==> src/hw/ssc_consts.vh <==
// constants for the supply supervisor control block
// assumes a 100 MHz always-on clock and comparator outputs high when supply is above threshold
// What this block does
// hold reset while power-on comparator says supply is low; never disabled
// hold reset while power-down comparator says supply is low; never disabled
// brown-out active: reset below selected level, release above its upper limit
// brown-out level picked from five by option storage, not a register
// power-on and power-down feed the reset hold register only when brown-out is disabled; their direct path resets always
// after start threshold passes, load option settings for brown-out
// brown-out disable only through option storage, loaded above lowest level
// variant without brown-out uses power-on and power-down comparators only
// level detector threshold from 3-bit field, seven internal levels
// field 111 compares external input against internal reference
// level detector works only while its enable bit is set
// detector flag shows above or below, drives external event line 16
// internal reference on whenever any user requests it
// ultra-low-power: reference off in stop and standby, 3 ms startup
// fast wakeup: leave low power without waiting for reference startup
// ultra-low-power: dependents off in low power, back after startup ends
// ready flag set once internal reference is ready
// comparators synchronised; power-on and power-down reset asserted at once, brown-out reset through registers, released synchronously
`ifndef SSC_CONSTS_VH
`define SSC_CONSTS_VH
// 3 ms at 100 MHz, sized to the startup counter
`define SSC_VREF_START_CYC 19'h4_93E0
`define SSC_CNT_W 19
`define SSC_LVL_EXT 3'h7
`define SSC_BOR_LVL_W 3
`define SSC_BOR_LVL_MAX 3'h4
`define SSC_BOR_LVL_RST 3'h0
`define SSC_SYNC_RST 2'h0
`endif

==> src/hw/ssc_sync.v <==
// two-flop synchroniser for one comparator level
// assumes input may change at any time relative to the clock
`timescale 1ns/1ps
`include "ssc_consts.vh"
module ssc_sync (
    input wire clk_in,
    input wire rst_in,
    input wire d_in,
    output wire q_out
);
    reg [1:0] s_q;
    always @(posedge clk_in) begin
        if (rst_in) begin
            s_q <= `SSC_SYNC_RST;
        end else begin
            s_q <= {s_q[0], d_in};
        end
    end
    assign q_out = s_q[1];
endmodule // ssc_sync

==> src/hw/ssc_vref_ctrl.v <==
// internal reference control: request, low-power gating, startup wait, ready flag
// assumes lowpower_in is high for the whole of stop or standby
`timescale 1ns/1ps
`include "ssc_consts.vh"
module ssc_vref_ctrl #(
    parameter [`SSC_CNT_W-1:0] START_CYC = `SSC_VREF_START_CYC
) (
    input wire clk_in,
    input wire rst_in,
    input wire request_in,
    input wire lowpower_in,
    input wire ulp_in,
    input wire fwu_in,
    output reg vref_on_out,
    output reg ready_out,
    output reg hold_wake_out,
    output reg dep_enable_out
);
    reg [`SSC_CNT_W-1:0] cnt_q;
    reg fwu_q;
    reg lp_q;
    wire want = request_in && !(ulp_in && lowpower_in); // see R13
    always @(posedge clk_in) begin
        if (rst_in) begin
            cnt_q <= {`SSC_CNT_W{1'b0}};
            fwu_q <= 1'b0;
            lp_q <= 1'b0;
            vref_on_out <= 1'b0;
            ready_out <= 1'b0;
            hold_wake_out <= 1'b0;
            dep_enable_out <= 1'b0;
        end else begin
            lp_q <= lowpower_in;
            // fast wakeup is sampled on entry, later writes do not matter
            if (lowpower_in && !lp_q) begin
                fwu_q <= fwu_in;
            end
            vref_on_out <= want;
            if (!want) begin
                cnt_q <= {`SSC_CNT_W{1'b0}};
                ready_out <= 1'b0;
            end else if (cnt_q != START_CYC) begin
                cnt_q <= cnt_q + 1'b1;
                ready_out <= 1'b0;
            end else begin
                ready_out <= 1'b1;
            end
            // stall wake only when reference was off and fast wakeup not chosen
            hold_wake_out <= want && !ready_out && ulp_in && !fwu_q && !lowpower_in;
            dep_enable_out <= ulp_in ? (want && ready_out) : !lowpower_in || want;
        end
    end
endmodule // ssc_vref_ctrl

==> src/hw/ssc_top.v <==
// supply supervisor control: chip reset, brown-out, level detector, reference
// assumes comparator outputs are high when the supply is above the threshold
`timescale 1ns/1ps
`include "ssc_consts.vh"
module ssc_top #(
    parameter [`SSC_CNT_W-1:0] VREF_START_CYC = `SSC_VREF_START_CYC,
    parameter HAS_BROWNOUT = 1
) (
    // clock and reset
    input wire CORE_CLK_IN,
    input wire RST_IN,
    // analog comparators
    input wire POR_ABOVE_IN,
    input wire FALLING_SUPPLY_ABOVE_IN,
    input wire START_ABOVE_IN,
    input wire [4:0] BROWNOUT_ABOVE_LOW_IN,
    input wire [4:0] BROWNOUT_ABOVE_HIGH_IN,
    input wire [6:0] DETECTOR_ABOVE_IN,
    input wire EXTERNAL_DETECTOR_ABOVE_IN,
    // option storage
    input wire OPTION_VALID_IN,
    input wire [2:0] OPTION_BROWNOUT_LEVEL_IN,
    input wire OPTION_BROWNOUT_DISABLE_IN,
    // software control
    input wire [2:0] DETECTOR_LEVEL_SELECT_IN,
    input wire DETECTOR_ENABLE_BIT_IN,
    input wire REFERENCE_OFF_IN_LOWPOWER_IN,
    input wire FAST_WAKEUP_SELECT_IN,
    input wire LOWPOWER_IN,
    // reference users
    input wire ADC_REF_REQ_IN,
    input wire LCD_REF_REQ_IN,
    input wire COMP_REF_REQ_IN,
    // outputs
    output wire CHIP_RESET_OUT,
    output reg OPTION_LOAD_OUT,
    output reg DETECTOR_OUTPUT_FLAG_OUT,
    output wire EVENT_LINE16_OUT,
    output wire INTERNAL_REFERENCE_ON_OUT,
    output wire REFERENCE_READY_FLAG_OUT,
    output wire WAKE_HOLD_OUT,
    output wire REF_DEPENDENTS_ENABLE_OUT
);
    wire por_s;
    wire pdr_s;
    wire start_s;
    wire [4:0] bor_lo_s;
    wire [4:0] bor_hi_s;
    wire [6:0] det_s;
    wire ext_s;
    reg bor_rst_q;
    reg bor_dis_q;
    reg opt_done_q;
    reg [2:0] bor_lvl_q;
    reg rst_hold_q;
    wire dep_en;

    // one synchroniser per comparator level
    ssc_sync u_por (.clk_in(CORE_CLK_IN), .rst_in(RST_IN), .d_in(POR_ABOVE_IN),
        .q_out(por_s));
    ssc_sync u_pdr (.clk_in(CORE_CLK_IN), .rst_in(RST_IN), .d_in(FALLING_SUPPLY_ABOVE_IN),
        .q_out(pdr_s));
    ssc_sync u_start (.clk_in(CORE_CLK_IN), .rst_in(RST_IN), .d_in(START_ABOVE_IN),
        .q_out(start_s));
    ssc_sync u_ext (.clk_in(CORE_CLK_IN), .rst_in(RST_IN), .d_in(EXTERNAL_DETECTOR_ABOVE_IN),
        .q_out(ext_s));
    genvar gi;
    generate
        for (gi = 0; gi < 5; gi = gi + 1) begin : g_bor
            ssc_sync u_lo (.clk_in(CORE_CLK_IN), .rst_in(RST_IN),
                .d_in(BROWNOUT_ABOVE_LOW_IN[gi]), .q_out(bor_lo_s[gi]));
            ssc_sync u_hi (.clk_in(CORE_CLK_IN), .rst_in(RST_IN),
                .d_in(BROWNOUT_ABOVE_HIGH_IN[gi]), .q_out(bor_hi_s[gi]));
        end
        for (gi = 0; gi < 7; gi = gi + 1) begin : g_det
            ssc_sync u_d (.clk_in(CORE_CLK_IN), .rst_in(RST_IN),
                .d_in(DETECTOR_ABOVE_IN[gi]), .q_out(det_s[gi]));
        end
    endgenerate

    // out-of-range option values clamp to the highest level
    function [2:0] clamp_lvl;
        input [2:0] v;
        begin
            clamp_lvl = (v > `SSC_BOR_LVL_MAX) ? `SSC_BOR_LVL_MAX : v;
        end
    endfunction

    wire bor_active = (HAS_BROWNOUT != 0) && !bor_dis_q;
    wire below_lo = !bor_lo_s[bor_lvl_q];
    wire above_hi = bor_hi_s[bor_lvl_q];

    always @(posedge CORE_CLK_IN) begin
        if (RST_IN) begin
            opt_done_q <= 1'b0;
            OPTION_LOAD_OUT <= 1'b0;
            bor_lvl_q <= `SSC_BOR_LVL_RST;
            bor_dis_q <= 1'b0;
            bor_rst_q <= 1'b1;
            rst_hold_q <= 1'b1;
        end else begin
            // loading starts only once the start threshold is passed
            // drop the request on the taking edge so one answer is never read twice
            OPTION_LOAD_OUT <= start_s && !opt_done_q &&
                !(OPTION_LOAD_OUT && OPTION_VALID_IN);
            if (OPTION_LOAD_OUT && OPTION_VALID_IN) begin
                opt_done_q <= 1'b1;
                bor_lvl_q <= clamp_lvl(OPTION_BROWNOUT_LEVEL_IN);
                bor_dis_q <= OPTION_BROWNOUT_DISABLE_IN;
            end
            // hysteresis: assert below low edge, release above high edge
            if (below_lo) begin
                bor_rst_q <= 1'b1;
            end else if (above_hi) begin
                bor_rst_q <= 1'b0;
            end
            if (bor_active) begin
                rst_hold_q <= bor_rst_q || !opt_done_q;
            end else begin
                rst_hold_q <= !por_s || !pdr_s || !opt_done_q; // see R1
            end
        end
    end

    // power-on, power-down and RST_IN assert without waiting a clock; brown-out and release go through the register
    assign CHIP_RESET_OUT = RST_IN || rst_hold_q || !POR_ABOVE_IN ||
        !FALLING_SUPPLY_ABOVE_IN; // see R18 see R1

    wire det_sel = (DETECTOR_LEVEL_SELECT_IN == `SSC_LVL_EXT) ? ext_s :
        det_s[DETECTOR_LEVEL_SELECT_IN]; // see R9
    always @(posedge CORE_CLK_IN) begin
        if (RST_IN) begin
            DETECTOR_OUTPUT_FLAG_OUT <= 1'b0;
        end else if (DETECTOR_ENABLE_BIT_IN && dep_en) begin
            // flag high means supply below threshold
            DETECTOR_OUTPUT_FLAG_OUT <= !det_sel; // see R11
        end else begin
            DETECTOR_OUTPUT_FLAG_OUT <= 1'b0;
        end
    end
    assign EVENT_LINE16_OUT = DETECTOR_OUTPUT_FLAG_OUT;

    wire ref_req = bor_active || DETECTOR_ENABLE_BIT_IN || ADC_REF_REQ_IN ||
        LCD_REF_REQ_IN || COMP_REF_REQ_IN;
    wire ref_on;
    wire ref_rdy;
    wire ref_hold;
    ssc_vref_ctrl #(.START_CYC(VREF_START_CYC)) u_vref (
        .clk_in(CORE_CLK_IN),
        .rst_in(RST_IN),
        .request_in(ref_req),
        .lowpower_in(LOWPOWER_IN),
        .ulp_in(REFERENCE_OFF_IN_LOWPOWER_IN),
        .fwu_in(FAST_WAKEUP_SELECT_IN),
        .vref_on_out(ref_on),
        .ready_out(ref_rdy),
        .hold_wake_out(ref_hold),
        .dep_enable_out(dep_en)
    ); // see R14 see R15
    assign INTERNAL_REFERENCE_ON_OUT = ref_on;
    assign REFERENCE_READY_FLAG_OUT = ref_rdy;
    assign WAKE_HOLD_OUT = ref_hold;
    assign REF_DEPENDENTS_ENABLE_OUT = dep_en;
endmodule // ssc_top

==> config.mk <==
export PLATFORM = sky130hd
export DESIGN_NAME = ssc_top
export DESIGN_NICKNAME = d
export VERILOG_FILES = /design/src/hw/ssc_sync.v /design/src/hw/ssc_vref_ctrl.v /design/src/hw/ssc_top.v
export VERILOG_INCLUDE_DIRS = /design/src /design/src/hw
export SDC_FILE = /design/constraint.sdc
export NUM_CORES = 1
export LEC_CHECK = 0
export BUFFER_PORTS_ARGS = -buffer_cell sky130_fd_sc_hd__buf_2
export CAP_MARGIN = 10
export CORE_UTILIZATION = 40
export DETAILED_ROUTE_END_ITERATION = 10
export PLACE_DENSITY = 0.68
export SLEW_MARGIN = 20
export SYNTH_ARGS = -nofsm -noshare
export SYNTH_HDL_FRONTEND = slang
export SYNTH_SLANG_ARGS = --single-unit
==> constraint.sdc <==
create_clock -name CORE_CLK_IN -period 2.2 [get_ports CORE_CLK_IN]
set_input_delay 0.44 -clock CORE_CLK_IN [delete_from_list [all_inputs] [get_ports CORE_CLK_IN]]
set_output_delay 0.44 -clock CORE_CLK_IN [all_outputs]
set_load 0.01 [all_outputs]
After elaboration in Yosys (flattened, before gate mapping)
Cells that the tools add are included.
- flip-flop bits (word level): 76
- latch bits: 0
- bits in writable memories: 0
- ROM bits: 0
- input bits: 38
- output and inout port bits: 8
- word-level logic and storage cells: 94
- memories kept: 0
- add/subtract/negate cells: 1
- multiply operators: 0
- div/mod/pow operators: 0
- order comparisons: 3
- eq/ne operators: 2
- shift-type cells: 0
- mux-type cells: 11
- bitwise logic cells: 3
- reductions and logical operators: 39
- operators with widths (kind ; count):
    adder 19 x 1 -> 19 bit (second input constant) ; 1
    != test 19 bit (second input constant) ; 1
    zero test 1 bit ; 13
    logical AND 1 bit ; 12
    logical OR 1 bit ; 11
    binary-select mux 1 bit (select 3 bit) ; 3
    less-than comparator 3 x 4 -> 1 bit (second input constant) ; 2
    two-way mux 1 bit ; 7
    OR reduction 2 bit ; 3
    == test 3 bit (second input constant) ; 1
    > comparator 3 bit (second input constant) ; 1
    two-way mux 3 bit ; 1
    inverter 1 bit ; 3

Logic depth before layout (Yosys ltp)
- word-level depth: 10
- depth in mapped cells: 6

By module
From an unflattened synthesis, not the netlist that was laid out.
- cell total of the unflattened synthesis: 269
- area total of the unflattened synthesis: 2717.6 sq um
- by module, submodules not included (module ; times used ; cells each ; area each (sq um)):
    ssc_vref_ctrl ; 1 ; 129 ; 1131.1
    ssc_sync ; 21 ; 4 ; 52.6
    ssc_top ; 1 ; 56 ; 483.0

Worst setup path before layout
No wires, ideal clock.
- path kind: input -> register
- from: in DETECTOR_ENABLE_BIT_IN
- to: reg u_vref.cnt_q[10]
- library setup time: 117 ps
- arrival: 1509 ps
- required time: 2083 ps
- slack: 574 ps
- stages on the path: 5
- path buffers: 2
- cells stage by stage: nor4_1 a221o_1 clkbuf_1 buf_2 nor2_1
- cells in the longest elaborated chain, start to end: 7
- RTL lines (item ; RTL line ; source):
    start, declared ; ssc_top.v:26 ; input wire DETECTOR_ENABLE_BIT_IN,
    logical OR 1 bit (3 in series) ; ssc_top.v:143 ; wire ref_req = bor_active || DETECTOR_ENABLE_BIT_IN || ADC_REF_REQ_IN ||
    logical OR 1 bit ; ssc_top.v:144 ; LCD_REF_REQ_IN || COMP_REF_REQ_IN;
    logical AND 1 bit ; ssc_vref_ctrl.v:22 ; wire want = request_in && !(ulp_in && lowpower_in);
    inverter 1 bit (no line) ; - ;
    OR reduction 2 bit (no line) ; - ;
    end signal, assigned ; ssc_vref_ctrl.v:25 ; cnt_q <= {`SSC_CNT_W{1'b0}};
    end signal, assigned ; ssc_vref_ctrl.v:40 ; cnt_q <= {`SSC_CNT_W{1'b0}};
    end signal, assigned ; ssc_vref_ctrl.v:43 ; cnt_q <= cnt_q + 1'b1;
    end, declared ; ssc_vref_ctrl.v:19 ; reg [`SSC_CNT_W-1:0] cnt_q;
Every way passes these cells.
A chain may end at the register's enable or synchronous reset.

Worst setup path in the final report
- from: reg u_vref.cnt_q[1]
- to: reg u_vref.cnt_q[18]
- cells in the longest elaborated chain, start to end: 1
- RTL lines (item ; RTL line):
    adder 19 x 1 -> 19 bit or != test 19 bit (tied branches) ; ssc_vref_ctrl.v:43, ssc_vref_ctrl.v:42
Several ways; a longest one is shown, not always the timed one.

==> results by group <==
Run status
  – Outcome: finished with violations
  – Violated checks: design-rule violations

Setup path
  – Crit-path cells: ha_1, and3_1, nand2_1, or4b_1, a21oi_1
  – Crit-path max FO: 7
  – Critical path class: flop to flop
  – Reg2reg path depth: 5
  – Worst R2R Start: u_vref.cnt_q[1]
  – CP delay by family, top: simple AND/OR/NAND/NOR gates
  – Critical Path AT: 2.07 ns
  – Reg2reg setup slack: 0.40 ns
  – Req. time, crit path: 2.48 ns
  – Crit-path slowest cell: or4b_1
  – CP Capture Type: flop
  – CP bufs+invs: 0
  – Reg2reg end: u_vref.cnt_q[18]
  – CP max stage delay: 0.48 ns
  – Startpoint class of the critical path: flop

Synthesis
  – Cell count after synthesis: 277
  – Commonest cells in the netlist: dfxtp_1 (76), nor2b_1 (46), nor2_1 (18), a21oi_1 (17), nand2_1 (13)
  – Most numerous cell in the Yosys netlist: dfxtp_1
  – Sequential share of the synthesized area: 0.554
  – Post-synth EDFFs: 0
  – Top cell type's share of synthesized area: 0.554
  – Syn_area_per_cell: 9.91 sq um
  – Yosys warning count: 0
  – Synth area leader: dfxtp_1
  – Synth area leaders: dfxtp_1 (55%), nor2b_1 (10%), a21oi_1 (3.1%), xor2_1 (2.6%), nor2_1 (2.5%)
  – Main synth FF type: dfxtp_1
  – Mapped Area: 2740 sq um
  – #FFs+latches synth: 76
  – Ys async rst share: 0
  – Syn nets: 317
  – Number of distinct library cells after synthesis: 44

Placed design
  – Port bufs: 45
  – GP Congestion: 0.869
  – Detailed placement HPWL: 3360 um

Clock tree
  – Root Buffer: clkbuf_8
  – Htree depth: 3
  – Clk sinks: 76
  – Post-CTS sizing: 0
  – TritonCTS Buffers: 9
  – Skew-Pair Late Insertion Delay: 0.34 ns
  – CTS tree: built
  – Clk pin slew, worst setup/hold paths: 0.08 ns
  – Clock Path Buffers: 2
  – # Post-CTS Setup Buffers: 0
  – Hold_buf cts: 0

Floorplanning
  – FP Rows: 29
  – Die W: 84.8 um
  – Initial Util: 0.422
  – Total core area: 6490 sq um
  – Io pins: 46
  – Die Footprint: 7200 sq um
  – Die height: 84.8 um

Worst hold path
  – Hold Crit Class: input port to flop
  – Worst min-delay path startpoint: BROWNOUT_ABOVE_LOW_IN[0]
  – Hold Crit Depth: 2
  – Hold Path End: g_bor[0].u_lo.s_q[0]

Drt
  – DR vias: 1,995
  – DRT Wirelength: 4800 um
  – Drt via density: 4.91
  – Avg WL per Cell: 11.8 um
  – Drt drc: 5
  – Detailed Route Iter0 Violations: 145
  – Detail Route Antenna Nets: 0
  – Drt first pass iters: 9

Finish
  – Fin nets: 364
  – Util after Layout: 0.500
  – Layout cells sized above 1: 0.207
  – Area Growth Syn to Fin: 18.4%
  – ANT cells: 0

GRT
  – Number of global-route vias before repair: 1,716
  – Gr busiest metal: met2
  – Largest net degree at the start of global routing: 53
  – Grt total ovfl: 0
  – Initial antenna violation count: 0
  – M2 GR Usage: 0.208
  – Met3 GRT Util: 0.0428
  – First-pass GRT wire length: 7780 um
  – Grt met1 use: 0.181
  – Global-route usage over all layers: 0.142

STA
  – Fmax: 556 MHz
  – Max_slew headroom: 0.683
  – Max Transition Viols Final: 0
  – # setup viols final: 0
  – Setup TNS: 0 ns
  – Final Hold Viols: 0
  – Period Utilization, post-route: 0.818
  – RSZ-0062 raised after global routing: no
  – Min Clock Period, post-route: 1.80 ns
  – Slew @ Worst Pin: 0.476 ns
  – Skew final: 0.0110 ns

Run
  – Maximum capacitance violations: 0

Power and ir drop
  – Lkg Pwr: 1.28 nW
  – Power Density: 834 nW/um^2
  – Peak VDD IR: 0.000469 V
## layer usage
layer / share of wire / wire length (um)
met1: 0.49 / 2330
met2: 0.43 / 2060
met3: 0.059 / 282
met4: 0.026 / 123
met5: 0 / 0
## final cells by class
class                      count  area [sq um]
inverter                       8          30.0
timing repair buffer          47           240
sequential                    76          1520
tap                           77          96.3
multi-input combinational    182          1140
fill                         610          3250
clock inverter                 5          85.1
clock buffer                  11           131
## worst max-delay path by stage
stage	start	endpoint	slack [ns]	cells past startpoint
finish	u_vref.cnt_q[1]	u_vref.cnt_q[18]	0.40	5
global route	u_vref.cnt_q[1]	u_vref.cnt_q[18]	0.32	5
CTS	u_vref.cnt_q[0]	u_vref.cnt_q[18]	0.42	5
detailed placement	DETECTOR_ENABLE_BIT_IN	u_vref.cnt_q[5]	0.44	5
global placement	DETECTOR_ENABLE_BIT_IN	u_vref.cnt_q[18]	0.47	5
floorplan	DETECTOR_ENABLE_BIT_IN	u_vref.cnt_q[10]	0.57	5
## cell usage in the layout (no fill, tap or decap), types with 3 or more instances in the layout
master,synthesis,final
nand2b_1,4,4
nor2b_1,46,46
nor4_1,4,4
nand4_1,6,6
nand3_1,12,12
buf_2,3,45
nor2_1,18,18
xor2_1,8,8
and3_1,3,3
clkbuf_8,0,9
and4_1,5,5
o21ai_0,9,9
nand2_1,13,13
nor3_1,4,4
inv_1,8,8
dfxtp_1,76,76
a21oi_1,17,17
## registers in the layout, indices dropped and copies added, names as in the netlist, 3 cells and up
name,flops
g_bor.u_hi.s_q,10
g_det.u_d.s_q,14
g_bor.u_lo.s_q,10
u_vref.cnt_q,19
bor_lvl_q,3
## cell families after synthesis
kind of cell | Yosys count | synth area share
AO/OA/AOI/OAI | 34 | 0.0702
XOR/XNOR | 10 | 0.0319
adder cells (fa/ha/maj) | 2 | 0.00912
buffers and inverters | 19 | 0.0287
flip-flops | 76 | 0.554
multiplexers | 4 | 0.0242
AND/OR/NAND/NOR | 132 | 0.281
## report_power, final
part | switching [mW] | total, mW | internal (mW)
logic | 0.0593 | 0.127 | 0.0678
clock network | 0.499 | 1.14 | 0.646
registers | 0.0155 | 1.44 | 1.42
total | 0.574 | 2.71 | 2.13
## through the flow
step	total power, mW	hold WS, ns	instance area, sq um	std cells	setup WS (ns)
after floorplan	1.54	0.383	2740	277	0.574
after global placement	1.59	0.400	3030	390	0.474
after detailed placement	1.60	0.399	3030	390	0.439
after CTS	2.75	0.281	3250	406	0.421
after global routing	2.82	0.287	3250	406	0.316
final	2.71	0.296	3250	406	0.400
No activity file was read; power rests on OpenSTA's default activity.
